==> src/verilog/bsp_defines.svh <==
`ifndef BSP_DEFINES_SVH
`define BSP_DEFINES_SVH

// ****************************************************************
// Clock and switching timing
// ****************************************************************
`define BSP_CLK_NS 100
`define BSP_SW_PERIOD_NS 3000
`define BSP_DEAD_NS 200
`define BSP_SW_CLKS (`BSP_SW_PERIOD_NS / `BSP_CLK_NS)
`define BSP_DEAD_CLKS ((`BSP_DEAD_NS + `BSP_CLK_NS - 1) / `BSP_CLK_NS)
`define BSP_PH_W 5

// ****************************************************************
// Hiccup counts in switching cycles
// ****************************************************************
`define BSP_HICCUP_WAIT 512
`define BSP_HICCUP_TIME 16384
`define BSP_THERMAL_TIME 32768

// ****************************************************************
// Register offsets, fields and reset values
// ****************************************************************
`define BSP_ADDR_CTRL 8'h00
`define BSP_ADDR_SSLEN 8'h04
`define BSP_ADDR_STATUS 8'h08
`define BSP_ADDR_FAULT 8'h0c
`define BSP_ADDR_HICCUP 8'h10
`define BSP_CTRL_RUN 0
`define BSP_CTRL_RESET 32'h0000_0001
`define BSP_SSLEN_RESET 8'h20
`define BSP_FLT_PEAK 0
`define BSP_FLT_SOURCE 1
`define BSP_FLT_SINK 2
`define BSP_FLT_OVLD 3
`define BSP_FLT_THERM 4
`define BSP_FLT_UV 5
`define BSP_FLT_W 6
`define BSP_RESP_OKAY 2'b00
`define BSP_RESP_SLVERR 2'b10

`endif

==> src/verilog/bsp_pkg.sv <==
package bsp_pkg;

    // ************************************************************
    // Sequencer states
    // ************************************************************
    typedef enum logic [4:0] {
        ST_OFF  = 5'b00001,
        ST_SOFT = 5'b00010,
        ST_RUN  = 5'b00100,
        ST_OVLD = 5'b01000,
        ST_TSD  = 5'b10000
    } bsp_state_e;

    // ************************************************************
    // Comparator indications and gate commands
    // ************************************************************
    typedef struct packed {
        logic peak_trip;
        logic ls_source_lim;
        logic ls_sink_lim;
        logic overload;
        logic over_temp;
        logic vin_uv;
        logic en_above;
        logic overvoltage_guard;
        logic boot_uv;
    } bsp_cmp_s;

    typedef struct packed {
        logic hs;
        logic ls;
    } bsp_gate_s;

endpackage : bsp_pkg

==> src/verilog/bsp_sequencer.sv <==
`timescale 1ns/1ps
`include "bsp_defines.svh"

module bsp_sequencer #(
    parameter int HICCUP_WAIT = `BSP_HICCUP_WAIT,
    parameter int HICCUP_TIME = `BSP_HICCUP_TIME,
    parameter int THERMAL_TIME = `BSP_THERMAL_TIME
) (
    // Clock and reset
    input wire logic aclk,
    input wire logic aresetn,
    // AXI4-Lite write
    input wire logic [7:0] awaddr,
    input wire logic awvalid,
    output logic awready,
    input wire logic [31:0] wdata,
    input wire logic [3:0] wstrb,
    input wire logic wvalid,
    output logic wready,
    output logic [1:0] bresp,
    output logic bvalid,
    input wire logic bready,
    // AXI4-Lite read
    input wire logic [7:0] araddr,
    input wire logic arvalid,
    output logic arready,
    output logic [31:0] rdata,
    output logic [1:0] rresp,
    output logic rvalid,
    input wire logic rready,
    // Comparators
    input wire bsp_pkg::bsp_cmp_s cmp,
    // Gate drive and mode
    output bsp_pkg::bsp_gate_s gate,
    output logic low_quiescent,
    output logic soft_start_active
);

    // ************************************************************
    // Declarations
    // ************************************************************
    localparam logic [`BSP_PH_W-1:0] PH_LAST = `BSP_PH_W'(`BSP_SW_CLKS - 1);
    localparam logic [`BSP_PH_W-1:0] PH_DEAD = `BSP_PH_W'(`BSP_DEAD_CLKS);
    localparam logic [10:0] OVL_WAIT = 11'(HICCUP_WAIT);
    localparam logic [15:0] OVL_TIME = 16'(HICCUP_TIME - 1);
    localparam logic [15:0] TSD_TIME = 16'(THERMAL_TIME - 1);

    bsp_pkg::bsp_state_e state;
    bsp_pkg::bsp_state_e next_state;
    logic [`BSP_PH_W-1:0] ph;
    logic [`BSP_PH_W-1:0] dt;
    logic [10:0] ovl_cnt;
    logic [15:0] hic_cnt;
    logic [7:0] ss_cnt;
    logic [7:0] ss_len;
    logic run_en;
    logic hs_stop;
    logic sink_off;
    logic skip;
    logic ovp_hold;
    logic [`BSP_FLT_W-1:0] fault;
    logic [7:0] aw_addr;
    logic aw_got;
    logic [31:0] w_data;
    logic [3:0] w_strb;
    logic w_got;

    // ************************************************************
    // Cycle phase and conditions
    // ************************************************************
    function automatic logic [31:0] wmask(input logic [3:0] s);
        wmask = {{8{s[3]}}, {8{s[2]}}, {8{s[1]}}, {8{s[0]}}};
    endfunction : wmask

    wire cyc_end = (ph == PH_LAST);
    wire active = (state == bsp_pkg::ST_SOFT) || (state == bsp_pkg::ST_RUN);
    wire off_cond = cmp.vin_uv || !cmp.en_above || !run_en;
    wire ss_ok = (state == bsp_pkg::ST_RUN) ||
        ({3'b000, ph - PH_DEAD} < ss_cnt);
    // High side only after the cycle's leading gap, blocked by any trip
    wire hs_want = active && (ph >= PH_DEAD) && !hs_stop &&
        !cmp.peak_trip && !skip && !cmp.overvoltage_guard &&
        !ovp_hold && !cmp.boot_uv && !sink_off && ss_ok;
    wire ls_want = active && !hs_want && (hs_stop || skip || cmp.boot_uv)
        && !sink_off && !cmp.ls_sink_lim;
    wire next_hs = hs_want && !gate.ls && (dt == '0);
    wire next_ls = ls_want && !gate.hs && (dt == '0);
    wire gate_fall = (gate.hs && !next_hs) || (gate.ls && !next_ls);

    // ************************************************************
    // Oscillator phase and gate drive
    // ************************************************************
    always_ff @(posedge aclk) begin
        if (!aresetn) begin
            ph <= '0;
        end else begin
            ph <= cyc_end ? '0 : ph + 1'b1;
        end
    end

    always_ff @(posedge aclk) begin
        if (!aresetn) begin
            gate <= '0;
            dt <= '0;
        end else begin
            gate.hs <= next_hs;
            gate.ls <= next_ls;
            // A falling gate reloads the gap, so no edge can overlap
            if (gate_fall) begin
                dt <= PH_DEAD;
            end else if (dt != '0) begin
                dt <= dt - 1'b1;
            end
        end
    end

    // ************************************************************
    // Per-cycle protection latches
    // ************************************************************
    always_ff @(posedge aclk) begin
        if (!aresetn) begin
            hs_stop <= 1'b0;
            sink_off <= 1'b0;
            skip <= 1'b0;
            ovp_hold <= 1'b0;
        end else if (cyc_end) begin
            hs_stop <= 1'b0;
            sink_off <= 1'b0;
            skip <= gate.ls && cmp.ls_source_lim;
            ovp_hold <= cmp.overvoltage_guard;
        end else begin
            if (cmp.peak_trip || (gate.hs && !hs_want)) begin
                hs_stop <= 1'b1;
            end
            if (active && cmp.ls_sink_lim) begin
                sink_off <= 1'b1;
            end
            if (cmp.overvoltage_guard) begin
                ovp_hold <= 1'b1;
            end
        end
    end

    // ************************************************************
    // Operating state
    // ************************************************************
    always_comb begin
        next_state = state;
        if (off_cond) begin
            next_state = bsp_pkg::ST_OFF;
        end else if (cmp.over_temp) begin
            next_state = bsp_pkg::ST_TSD;
        end else begin
            case (state)
                bsp_pkg::ST_OFF: next_state = bsp_pkg::ST_SOFT;
                bsp_pkg::ST_SOFT: begin
                    if (ovl_cnt > OVL_WAIT) begin
                        next_state = bsp_pkg::ST_OVLD;
                    end else if (cyc_end && ss_cnt >= ss_len) begin
                        next_state = bsp_pkg::ST_RUN;
                    end
                end
                bsp_pkg::ST_RUN: begin
                    if (ovl_cnt > OVL_WAIT) begin
                        next_state = bsp_pkg::ST_OVLD;
                    end
                end
                bsp_pkg::ST_OVLD: begin
                    if (cyc_end && hic_cnt == OVL_TIME) begin
                        next_state = bsp_pkg::ST_SOFT;
                    end
                end
                bsp_pkg::ST_TSD: begin
                    if (cyc_end && hic_cnt == TSD_TIME) begin
                        next_state = bsp_pkg::ST_OFF;
                    end
                end
                default: next_state = bsp_pkg::ST_OFF;
            endcase
        end
    end

    always_ff @(posedge aclk) begin
        if (!aresetn) begin
            state <= bsp_pkg::ST_OFF;
            low_quiescent <= 1'b1;
            soft_start_active <= 1'b0;
        end else begin
            state <= next_state;
            low_quiescent <= (next_state == bsp_pkg::ST_OFF);
            soft_start_active <= (next_state == bsp_pkg::ST_SOFT);
        end
    end

    // ************************************************************
    // Hiccup and soft-start counters
    // ************************************************************
    always_ff @(posedge aclk) begin
        if (!aresetn || next_state != state) begin
            hic_cnt <= '0;
        end else if (cmp.over_temp) begin
            hic_cnt <= '0;
        end else if (cyc_end && (state == bsp_pkg::ST_OVLD ||
                state == bsp_pkg::ST_TSD)) begin
            hic_cnt <= hic_cnt + 1'b1;
        end
    end

    always_ff @(posedge aclk) begin
        if (!aresetn || !active) begin
            ovl_cnt <= '0;
        end else if (cyc_end) begin
            // Only consecutive overloaded cycles count
            if (!cmp.overload) begin
                ovl_cnt <= '0;
            end else if (ovl_cnt != '1) begin
                ovl_cnt <= ovl_cnt + 1'b1;
            end
        end
    end

    always_ff @(posedge aclk) begin
        if (!aresetn || state != bsp_pkg::ST_SOFT) begin
            ss_cnt <= '0;
        end else if (cyc_end && ss_cnt != '1) begin
            ss_cnt <= ss_cnt + 1'b1;
        end
    end

    // ************************************************************
    // AXI4-Lite slave
    // ************************************************************
    wire do_write = aw_got && w_got && !bvalid;
    wire [31:0] wm = wmask(w_strb);
    wire wr_ctrl = do_write && aw_addr == `BSP_ADDR_CTRL;
    wire wr_ss = do_write && aw_addr == `BSP_ADDR_SSLEN;
    wire wr_flt = do_write && aw_addr == `BSP_ADDR_FAULT;
    wire wr_hit = wr_ctrl || wr_ss || wr_flt ||
        aw_addr == `BSP_ADDR_STATUS || aw_addr == `BSP_ADDR_HICCUP;
    wire [`BSP_FLT_W-1:0] flt_clr = wr_flt ?
        (w_data[`BSP_FLT_W-1:0] & wm[`BSP_FLT_W-1:0]) : '0;
    wire [`BSP_FLT_W-1:0] flt_set = {cmp.vin_uv,
        next_state == bsp_pkg::ST_TSD && state != bsp_pkg::ST_TSD,
        next_state == bsp_pkg::ST_OVLD && state != bsp_pkg::ST_OVLD,
        active && cmp.ls_sink_lim,
        cyc_end && gate.ls && cmp.ls_source_lim,
        gate.hs && cmp.peak_trip};
    wire [31:0] status_word = {5'h00, ovl_cnt, 4'h0, skip, sink_off,
        gate.hs, gate.ls, 3'h0, state};
    wire [31:0] rd_word =
        (araddr == `BSP_ADDR_CTRL) ? {31'h0, run_en} :
        (araddr == `BSP_ADDR_SSLEN) ? {24'h0, ss_len} :
        (araddr == `BSP_ADDR_STATUS) ? status_word :
        (araddr == `BSP_ADDR_FAULT) ? {26'h0, fault} :
        (araddr == `BSP_ADDR_HICCUP) ? {16'h0, hic_cnt} : 32'h0;
    wire rd_hit = araddr == `BSP_ADDR_CTRL || araddr == `BSP_ADDR_SSLEN ||
        araddr == `BSP_ADDR_STATUS || araddr == `BSP_ADDR_FAULT ||
        araddr == `BSP_ADDR_HICCUP;

    always_ff @(posedge aclk) begin
        if (!aresetn) begin
            awready <= 1'b0;
            wready <= 1'b0;
            aw_got <= 1'b0;
            w_got <= 1'b0;
            aw_addr <= '0;
            w_data <= '0;
            w_strb <= '0;
            bvalid <= 1'b0;
            bresp <= `BSP_RESP_OKAY;
        end else begin
            if (awvalid && awready) begin
                aw_addr <= awaddr;
                aw_got <= 1'b1;
                awready <= 1'b0;
            end else if (!aw_got && !bvalid) begin
                awready <= 1'b1;
            end
            if (wvalid && wready) begin
                w_data <= wdata;
                w_strb <= wstrb;
                w_got <= 1'b1;
                wready <= 1'b0;
            end else if (!w_got && !bvalid) begin
                wready <= 1'b1;
            end
            if (do_write) begin
                aw_got <= 1'b0;
                w_got <= 1'b0;
                bvalid <= 1'b1;
                bresp <= wr_hit ? `BSP_RESP_OKAY : `BSP_RESP_SLVERR;
            end else if (bvalid && bready) begin
                bvalid <= 1'b0;
            end
        end
    end

    always_ff @(posedge aclk) begin
        if (!aresetn) begin
            arready <= 1'b0;
            rvalid <= 1'b0;
            rdata <= '0;
            rresp <= `BSP_RESP_OKAY;
        end else if (arvalid && arready) begin
            arready <= 1'b0;
            rvalid <= 1'b1;
            rdata <= rd_word;
            rresp <= rd_hit ? `BSP_RESP_OKAY : `BSP_RESP_SLVERR;
        end else if (rvalid && rready) begin
            rvalid <= 1'b0;
            arready <= 1'b1;
        end else if (!rvalid) begin
            arready <= 1'b1;
        end
    end

    // Set wins over a same-cycle software clear
    always_ff @(posedge aclk) begin
        if (!aresetn) begin
            run_en <= 1'(`BSP_CTRL_RESET);
            ss_len <= `BSP_SSLEN_RESET;
            fault <= '0;
        end else begin
            if (wr_ctrl && w_strb[0]) begin
                run_en <= w_data[`BSP_CTRL_RUN];
            end
            if (wr_ss && w_strb[0]) begin
                ss_len <= w_data[7:0];
            end
            fault <= (fault & ~flt_clr) | flt_set;
        end
    end
endmodule : bsp_sequencer
==> config.mk <==
export PLATFORM = sky130hd
export DESIGN_NAME = bsp_sequencer
export DESIGN_NICKNAME = d
export VERILOG_FILES = /design/src/verilog/bsp_pkg.sv /design/src/verilog/bsp_sequencer.sv
export VERILOG_INCLUDE_DIRS = /design/src /design/src/verilog
export SDC_FILE = /design/constraint.sdc
export NUM_CORES = 1
export LEC_CHECK = 0
export BUFFER_PORTS_ARGS = -buffer_cell sky130_fd_sc_hd__buf_2
export CORE_MARGIN = 3
export CORE_UTILIZATION = 60
export CTS_CLUSTER_DIAMETER = 30
export DETAILED_ROUTE_END_ITERATION = 8
export PLACE_DENSITY = 0.85
export SYNTH_ARGS = -nofsm -noshare
export SYNTH_HDL_FRONTEND = slang
export SYNTH_SLANG_ARGS = --single-unit
==> constraint.sdc <==
create_clock -name aclk -period 7.1 [get_ports aclk]
set_input_delay 0.71 -clock aclk [delete_from_list [all_inputs] [get_ports aclk]]
set_output_delay 0.71 -clock aclk [all_outputs]
set_load 0.01 [all_outputs]
==> results of run 1 <==
==> flip-flops by register name (all words and copies together), names as in the netlist, 2 cells and up <==
signal and flops:
dt 5, hic_cnt 16, ph 5, ss_cnt 8
state 5, aw_addr 8, w_data 8, rdata 27
fault 6, ovl_cnt 11, gate 2, ss_len 8
==> metrics by stage <==
stage / total power (uW) / area [um2] / hold slack [ns] / std cells / setup slack [ns]
after floorplan: 891 / 6120 / 0.432 / 730 / 4.67
after global placement: 923 / 6500 / 0.438 / 904 / 4.07
after detailed placement: 933 / 6500 / 0.445 / 904 / 4.01
after CTS: 1690 / 7010 / 0.410 / 932 / 3.99
after global routing: 1750 / 7010 / 0.419 / 932 / 3.78
final: 1680 / 7010 / 0.424 / 932 / 3.94
==> area by class of cell <==
type	instances	area share, %
inverter	27	1.45
timing repair buffer	81	5.89
clock inverter	8	0.999
multi-input combinational	537	47.0
sequential	126	36.0
clock buffer	20	6.35
tap	133	2.37
==> power groups by stage <==
stage	combinational [uW]	clock, uW	sequential (uW)
4_1_cts	164	772	755
6_report	165	765	755
5_1_grt	182	806	760
3_3_place_gp	155	0	768
3_5_place_dp	163	0	770
2_1_floorplan	128	0	763
==> cells in the mapped netlist, drive strengths merged, types with 4 or more instances <==
library cell,n
nand2b,14
clkbuf,20
nand4,19
dfxtp,126
or3,7
or2,4
ha,22
o21a,4
nand2,96
o21ai,20
a31oi,8
and4,7
a22oi,4
or4,5
nor2,68
and3,7
nand3,30
nor3,18
a22o,14
a21oi,65
xor2,24
buf,20
nand3b,4
inv,26
nor4,25
o211ai,4
xnor2,16
and2,7
==> per-layer routing <==
metal	routed length, um	up-vias	GRT usage (%)
met1	6220	2660	33.6
met2	7260	276	46.5
li1	-	2696	-
met5	0	-	0
met3	1390	42	6.80
met4	383	0	11.6
==> worst paths after layout <==
path | start | to | cells after the start
hold reg to reg | rdata[14] | rdata[14] | 2
setup / recovery | ph[1] | hic_cnt[15] | 8
setup reg to reg | ph[1] | hic_cnt[15] | 8
hold / removal | wstrb[0] | w_strb[0] | 3
==> cells by family after synthesis <==
family / Yosys count
DFF: 126
buffers and inverters: 67
adders and majority gates: 22
and+or+nand+nor: 320
xor gates and xnor gates: 40
other: 1
muxes: 5
AOI/OAI and AO/OA: 143
==> worst max-delay path, delay by kind of cell (launching register included) <==
kind	cells	cell delay, ns
compound gates	3	1.27
fa+ha+maj	1	0.20
buf+inv	1	0.12
flops	1	0.35
simple gates	3	1.04
==> impl_metrics.csv, run 1 <==
group,metric,value,unit
grt,grt_pass1_wl,25300,um
layout,fill_cells,782,
route,vias,5674,
clocking,cts_setup_buffers,0,
layout,final_util,71.4,%
worst_setup_path,slowest_delay,0.78,ns
layout,drive_above_1_share,16.6,%
synth,ys_types,68,
worst_setup_path,start_kind,"flip-flop",
floorplan,coreArea,0.00982,mm2
synth,ys_ff_latch,126,
layout,num_antenna_cells,0,
route,vias_per_cell,6.09,
power_and_ir_drop,comb_power_share,9.8,%
synth,synth.area.top_cells,"dfxtp_1 (41%), nand2_1 (5.9%), a21oi_1 (5.3%)",
synth,synth_top_family_by_area,"simple AND/OR/NAND/NOR gates",
synth,synthArstFlopShare,0,%
sta,rsz0062_at_grt,"false",
power_and_ir_drop,p_int,1270,uW
floorplan,initial_core_util,62.1,%
clocking,cts_tree,"built",
synth,synth_edf_count,0,
synth,synth_warnings,0,
worst_setup_path,rrSetupSlack,3.94,ns
status,outcome,"complete, no violations",
route,routed_wl,15200,um
floorplan,rows,36,
sta,slew_headroom,27.1,%
route,wl_per_cell,16.4,um
worst_setup_path,crit_chain,"inv_1, ha_1, nand4_2, or4_1, a2bb2oi_1, o211a_1, o211ai_2, nor4_1",
grt,grt_pass1_vias,5406,
power_and_ir_drop,p_per_area,240,mW/mm2
synth,syn-instance-count,724,
grt,grt_max_degree,51,
layout,nNetsFinal,880,
clocking,root_buffer,"clkbuf_8",
worst_setup_path,critPathKind,"flip-flop to flip-flop",
worst_setup_path,cp_max_fo,16,
clocking,cts.path.max_buffers,2,
clocking,numCtsBuffers,17,
route,antenna_left,0,
synth,synth_mux_area_share,1.05,%
route,drt-pass1-iter-count,5,
synth,syn_area_per_cell,8.42,um2
run,drv_cap,0,
floorplan,die_y,107,um
placement,gp_congestion,0.883,
clocking,cts_hold_buf,0,
placement,dp_hpwl,10700,um
placement,port_buffers,78,
worst_setup_path,endpoint_kind,"flip-flop",
sta,hold_viol_final,0,
sta,worst_pin_slew,1.09,ns
worst_setup_path,cp.required,7.46,ns
grt,antenna_found_initial,0,
power_and_ir_drop,clockPowerShare,45.4,%
route,drt-initial-drc-count,400,
power_and_ir_drop,power.share.sequential,44.8,%
synth,yosys.area_share.simple,27.1,%
clocking,cts.sinks,126,
layout,multi_input_area,0.00329,mm2
power_and_ir_drop,vdd_ir_drop_max,0.000178,V
sta,max_freq,0.317,GHz
power_and_ir_drop,switching_share,24.4,%
clocking,insertion_delay,0.52,ns
power_and_ir_drop,p_leak,0.00265,uW
worst_hold_path,hp-class,"input pin to flip-flop",
grt,grt-ovfl-total,0,
floorplan,pin_count,113,
layout,seqCellArea,0.00252,mm2
sta,clock_skew,0.00639,ns
layout,final_common_cell,"dfxtp_1",
sta,slew_viol_final,0,
synth,synthesis.area,0.00610,mm2
worst_setup_path,worst-endpoint-arrival,3.52,ns
synth,synth_fa_ha_area_share,4.51,%
sta,setup_viol,0,
synth,ys.flop_type,"dfxtp_1",
grt,grt_usage,27.6,%
power_and_ir_drop,switchingPower,411,uW
clocking,ctsResizeCount,0,
synth,yosys.area.top_type,"dfxtp_1",
synth,ys_seq_area_share,41.4,%
synth,synth_top_area_share,41.4,%
synth,synth_compound_area_share,15.0,%
clocking,path_clk_slew,0.06,ns
sta,fin_crit_sh,44.5,%
clocking,cts_htree_levels,4,
floorplan,die_area,0.0114,mm2
sta,fin_crit,3.16,ns
layout,mostFrequentLayoutCells,"dfxtp_1 (126), nand2_1 (96), buf_2 (78), nor2_1 (68), a21oi_1 (65)",
route,drc_errors,0,
worst_setup_path,critPathSlowestCell,"o211ai_2",
synth,synth_xor_area_share,5.75,%
floorplan,die_w,107,um
layout,area_growth,15.0,%
sta,setup_tns,0,ns
Power figures use the tool's default switching activity.
==> run 2: changes to the inputs <==
- CORE_UTILIZATION: 60 -> 56
- PLACE_DENSITY: 0.85 -> 0.8
- clock period: 7.1 -> 3.25 ns (I/O delays scaled with it)
==> run 2 against run 1 <==
Clock skew rose by 0.0054 ns. Worst setup slack got worse by 3.7 ns. Wire length rose by 4.6%. Via count fell by 0.48%. Design area rose by 1.9%. Count of clock-buffer cells in the layout fell by 1. Total power rose by 130%. Sequential power rose by 120%. Maximum frequency rose by 5.3%. Final cell count rose by 1.2%. Global-route usage rose by 0.070 points. Critical path type unchanged. Critical endpoint is now hic_cnt[1].
==> impl_metrics.csv, run 2 (synthesized netlist as in run 1, its figures left out) <==
group,metric,value,unit
sta,worst_pin_slew,0.999,ns
worst_setup_path,critPathSlowestCell,"a2111oi_0",
clocking,numCtsBuffers,17,
layout,num_antenna_cells,0,
run,drv_cap,0,
worst_setup_path,worst-endpoint-arrival,3.41,ns
sta,fin_crit,3.00,ns
clocking,cts_hold_buf,0,
power_and_ir_drop,clockPowerShare,48.7,%
placement,gp_congestion,0.888,
layout,drive_above_1_share,17.7,%
grt,grt_pass1_wl,26200,um
sta,clock_skew,0.0118,ns
layout,final_common_cell,"dfxtp_1",
floorplan,die_y,110,um
clocking,insertion_delay,0.53,ns
sta,setup_viol,0,
layout,area_growth,17.2,%
sta,fin_crit_sh,92.3,%
worst_setup_path,start_kind,"flip-flop",
worst_setup_path,slowest_delay,0.55,ns
clocking,cts_setup_buffers,0,
layout,fin_cells,943,
power_and_ir_drop,p_per_area,551,mW/mm2
worst_setup_path,setup.worst_path.start,"ss_cnt[0]",
worst_setup_path,cp.required,3.66,ns
placement,place_inst,911,
worst_setup_path,critPathKind,"flip-flop to flip-flop",
floorplan,die_area,0.0122,mm2
clocking,cts.sinks,126,
sta,rsz0062_at_grt,"false",
clocking,cts_htree_levels,4,
grt,grt_usage,27.7,%
grt,antenna_found_initial,0,
floorplan,coreArea,0.0105,mm2
placement,port_buffers,78,
layout,nNetsFinal,884,
floorplan,rows,37,
worst_hold_path,hp-class,"input pin to flip-flop",
floorplan,initial_core_util,58.3,%
grt,grt-ovfl-total,0,
worst_hold_path,min_from,"wdata[3]",
route,antenna_left,0,
worst_hold_path,min_path_cells,3,
sta,fin_hold_ws,0.0309,ns
worst_setup_path,endpoint_kind,"flip-flop",
clocking,cts.path.max_buffers,2,
clocking,ctsResizeCount,0,
route,routed_wl,16000,um
power_and_ir_drop,p_int,2970,uW
grt,grt_max_degree,51,
route,vias_per_cell,5.99,
route,wl_per_cell,16.9,um
layout,mostFrequentLayoutCells,"dfxtp_1 (126), nand2_1 (96), buf_2 (78), nor2_1 (68), a21oi_1 (65)",
sta,setup_tns,0,ns
layout,largest_register_ffs,27,
power_and_ir_drop,p_leak,0.00270,uW
power_and_ir_drop,switchingPower,969,uW
clocking,path_clk_slew,0.06,ns
grt,grt_pass1_vias,5464,
sta,max_freq,0.333,GHz
route,vias,5647,
sta,slew_viol_final,0,
worst_setup_path,crit_chain,"inv_1, ha_1, nand2b_1, a2111oi_0, a2bb2oi_2, o211a_1, o211ai_2, nor4_1",
worst_setup_path,ff2ff_path_depth,8,
worst_setup_path,rrSetupSlack,0.25,ns
power_and_ir_drop,power.share.sequential,41.9,%
floorplan,die_w,110,um
route,drt-initial-drc-count,388,
route,drt-pass1-iter-count,7,
power_and_ir_drop,vdd_ir_drop_max,0.000425,V
layout,reg.largest.list,"rdata x27, hic_cnt x16, ovl_cnt x11",
sta,slew_headroom,32.5,%
sta,hold_viol_final,0,
power_and_ir_drop,comb_power_share,9.4,%
floorplan,pin_count,113,
worst_setup_path,cp_max_fo,16,
status,outcome,"complete, no violations",
power_and_ir_drop,switching_share,24.6,%
clocking,cts_tree,"built",
clocking,root_buffer,"clkbuf_8",
worst_setup_path,timing.rr.start,"ss_cnt[0]",
layout,top_register,"rdata",
placement,dp_hpwl,11200,um
route,drc_errors,0,
[run 2: final cells by class]
| class | count | area (um2) |
|---|---|---|
| clock buffer | 19 | 442 |
| clock inverter | 13 | 165 |
| fill | 849 | 3320 |
| inverter | 27 | 101 |
| multi-input combinational | 537 | 3300 |
| sequential | 126 | 2520 |
| tap | 136 | 170 |
| timing repair buffer | 85 | 443 |
[run 2: path summary, 6_finish.rpt]
| check | end |
|---|---|
| setup reg to reg | hic_cnt[1] |
| hold / removal | w_data[3] |
| hold reg to reg | ss_len[2] |
| setup / recovery | hic_cnt[1] |
[run 2: stage by stage]
stage	cell area, um2	setup WS, ns	power, uW	util [%]
5_1_grt	7140	0.0913	4060	68.3
3_5_place_dp	6530	0.279	2040	62.4
3_3_place_gp	6530	0.373	2020	62.4
6_report	7140	0.251	3940	68.3
2_1_floorplan	6120	0.817	1950	-
4_1_cts	7140	0.173	3950	68.2
[run 2: metal layers]
metal / routed length [um] / track usage (%) / part of all wire, %
met3: 1140 / 5.36 / 7.2
met4: 447 / 12.9 / 2.8
met1: 6700 / 34.7 / 42
met2: 7660 / 45.9 / 48
met5: 0 / 0 / 0
[run 2: power by group through the flow]
| stage | Combinational, uW | Clock, uW | Sequential [uW] |
|---|---|---|---|
| floorplan | 279 | 0 | 1670 |
| global placement | 342 | 0 | 1680 |
| detailed placement | 363 | 0 | 1680 |
| CTS | 369 | 1930 | 1650 |
| global route | 414 | 1990 | 1660 |
| finish | 372 | 1910 | 1650 |
[run 2: critical path, delay by kind of cell, from the launching register on]
family | cells | cell delay [ns]
buffers and inverters | 1 | 0.07
adder cells (fa/ha/maj) | 1 | 0.28
flip-flops | 1 | 0.42
AND/OR/NAND/NOR | 2 | 0.61
AO/OA/AOI/OAI | 4 | 1.50
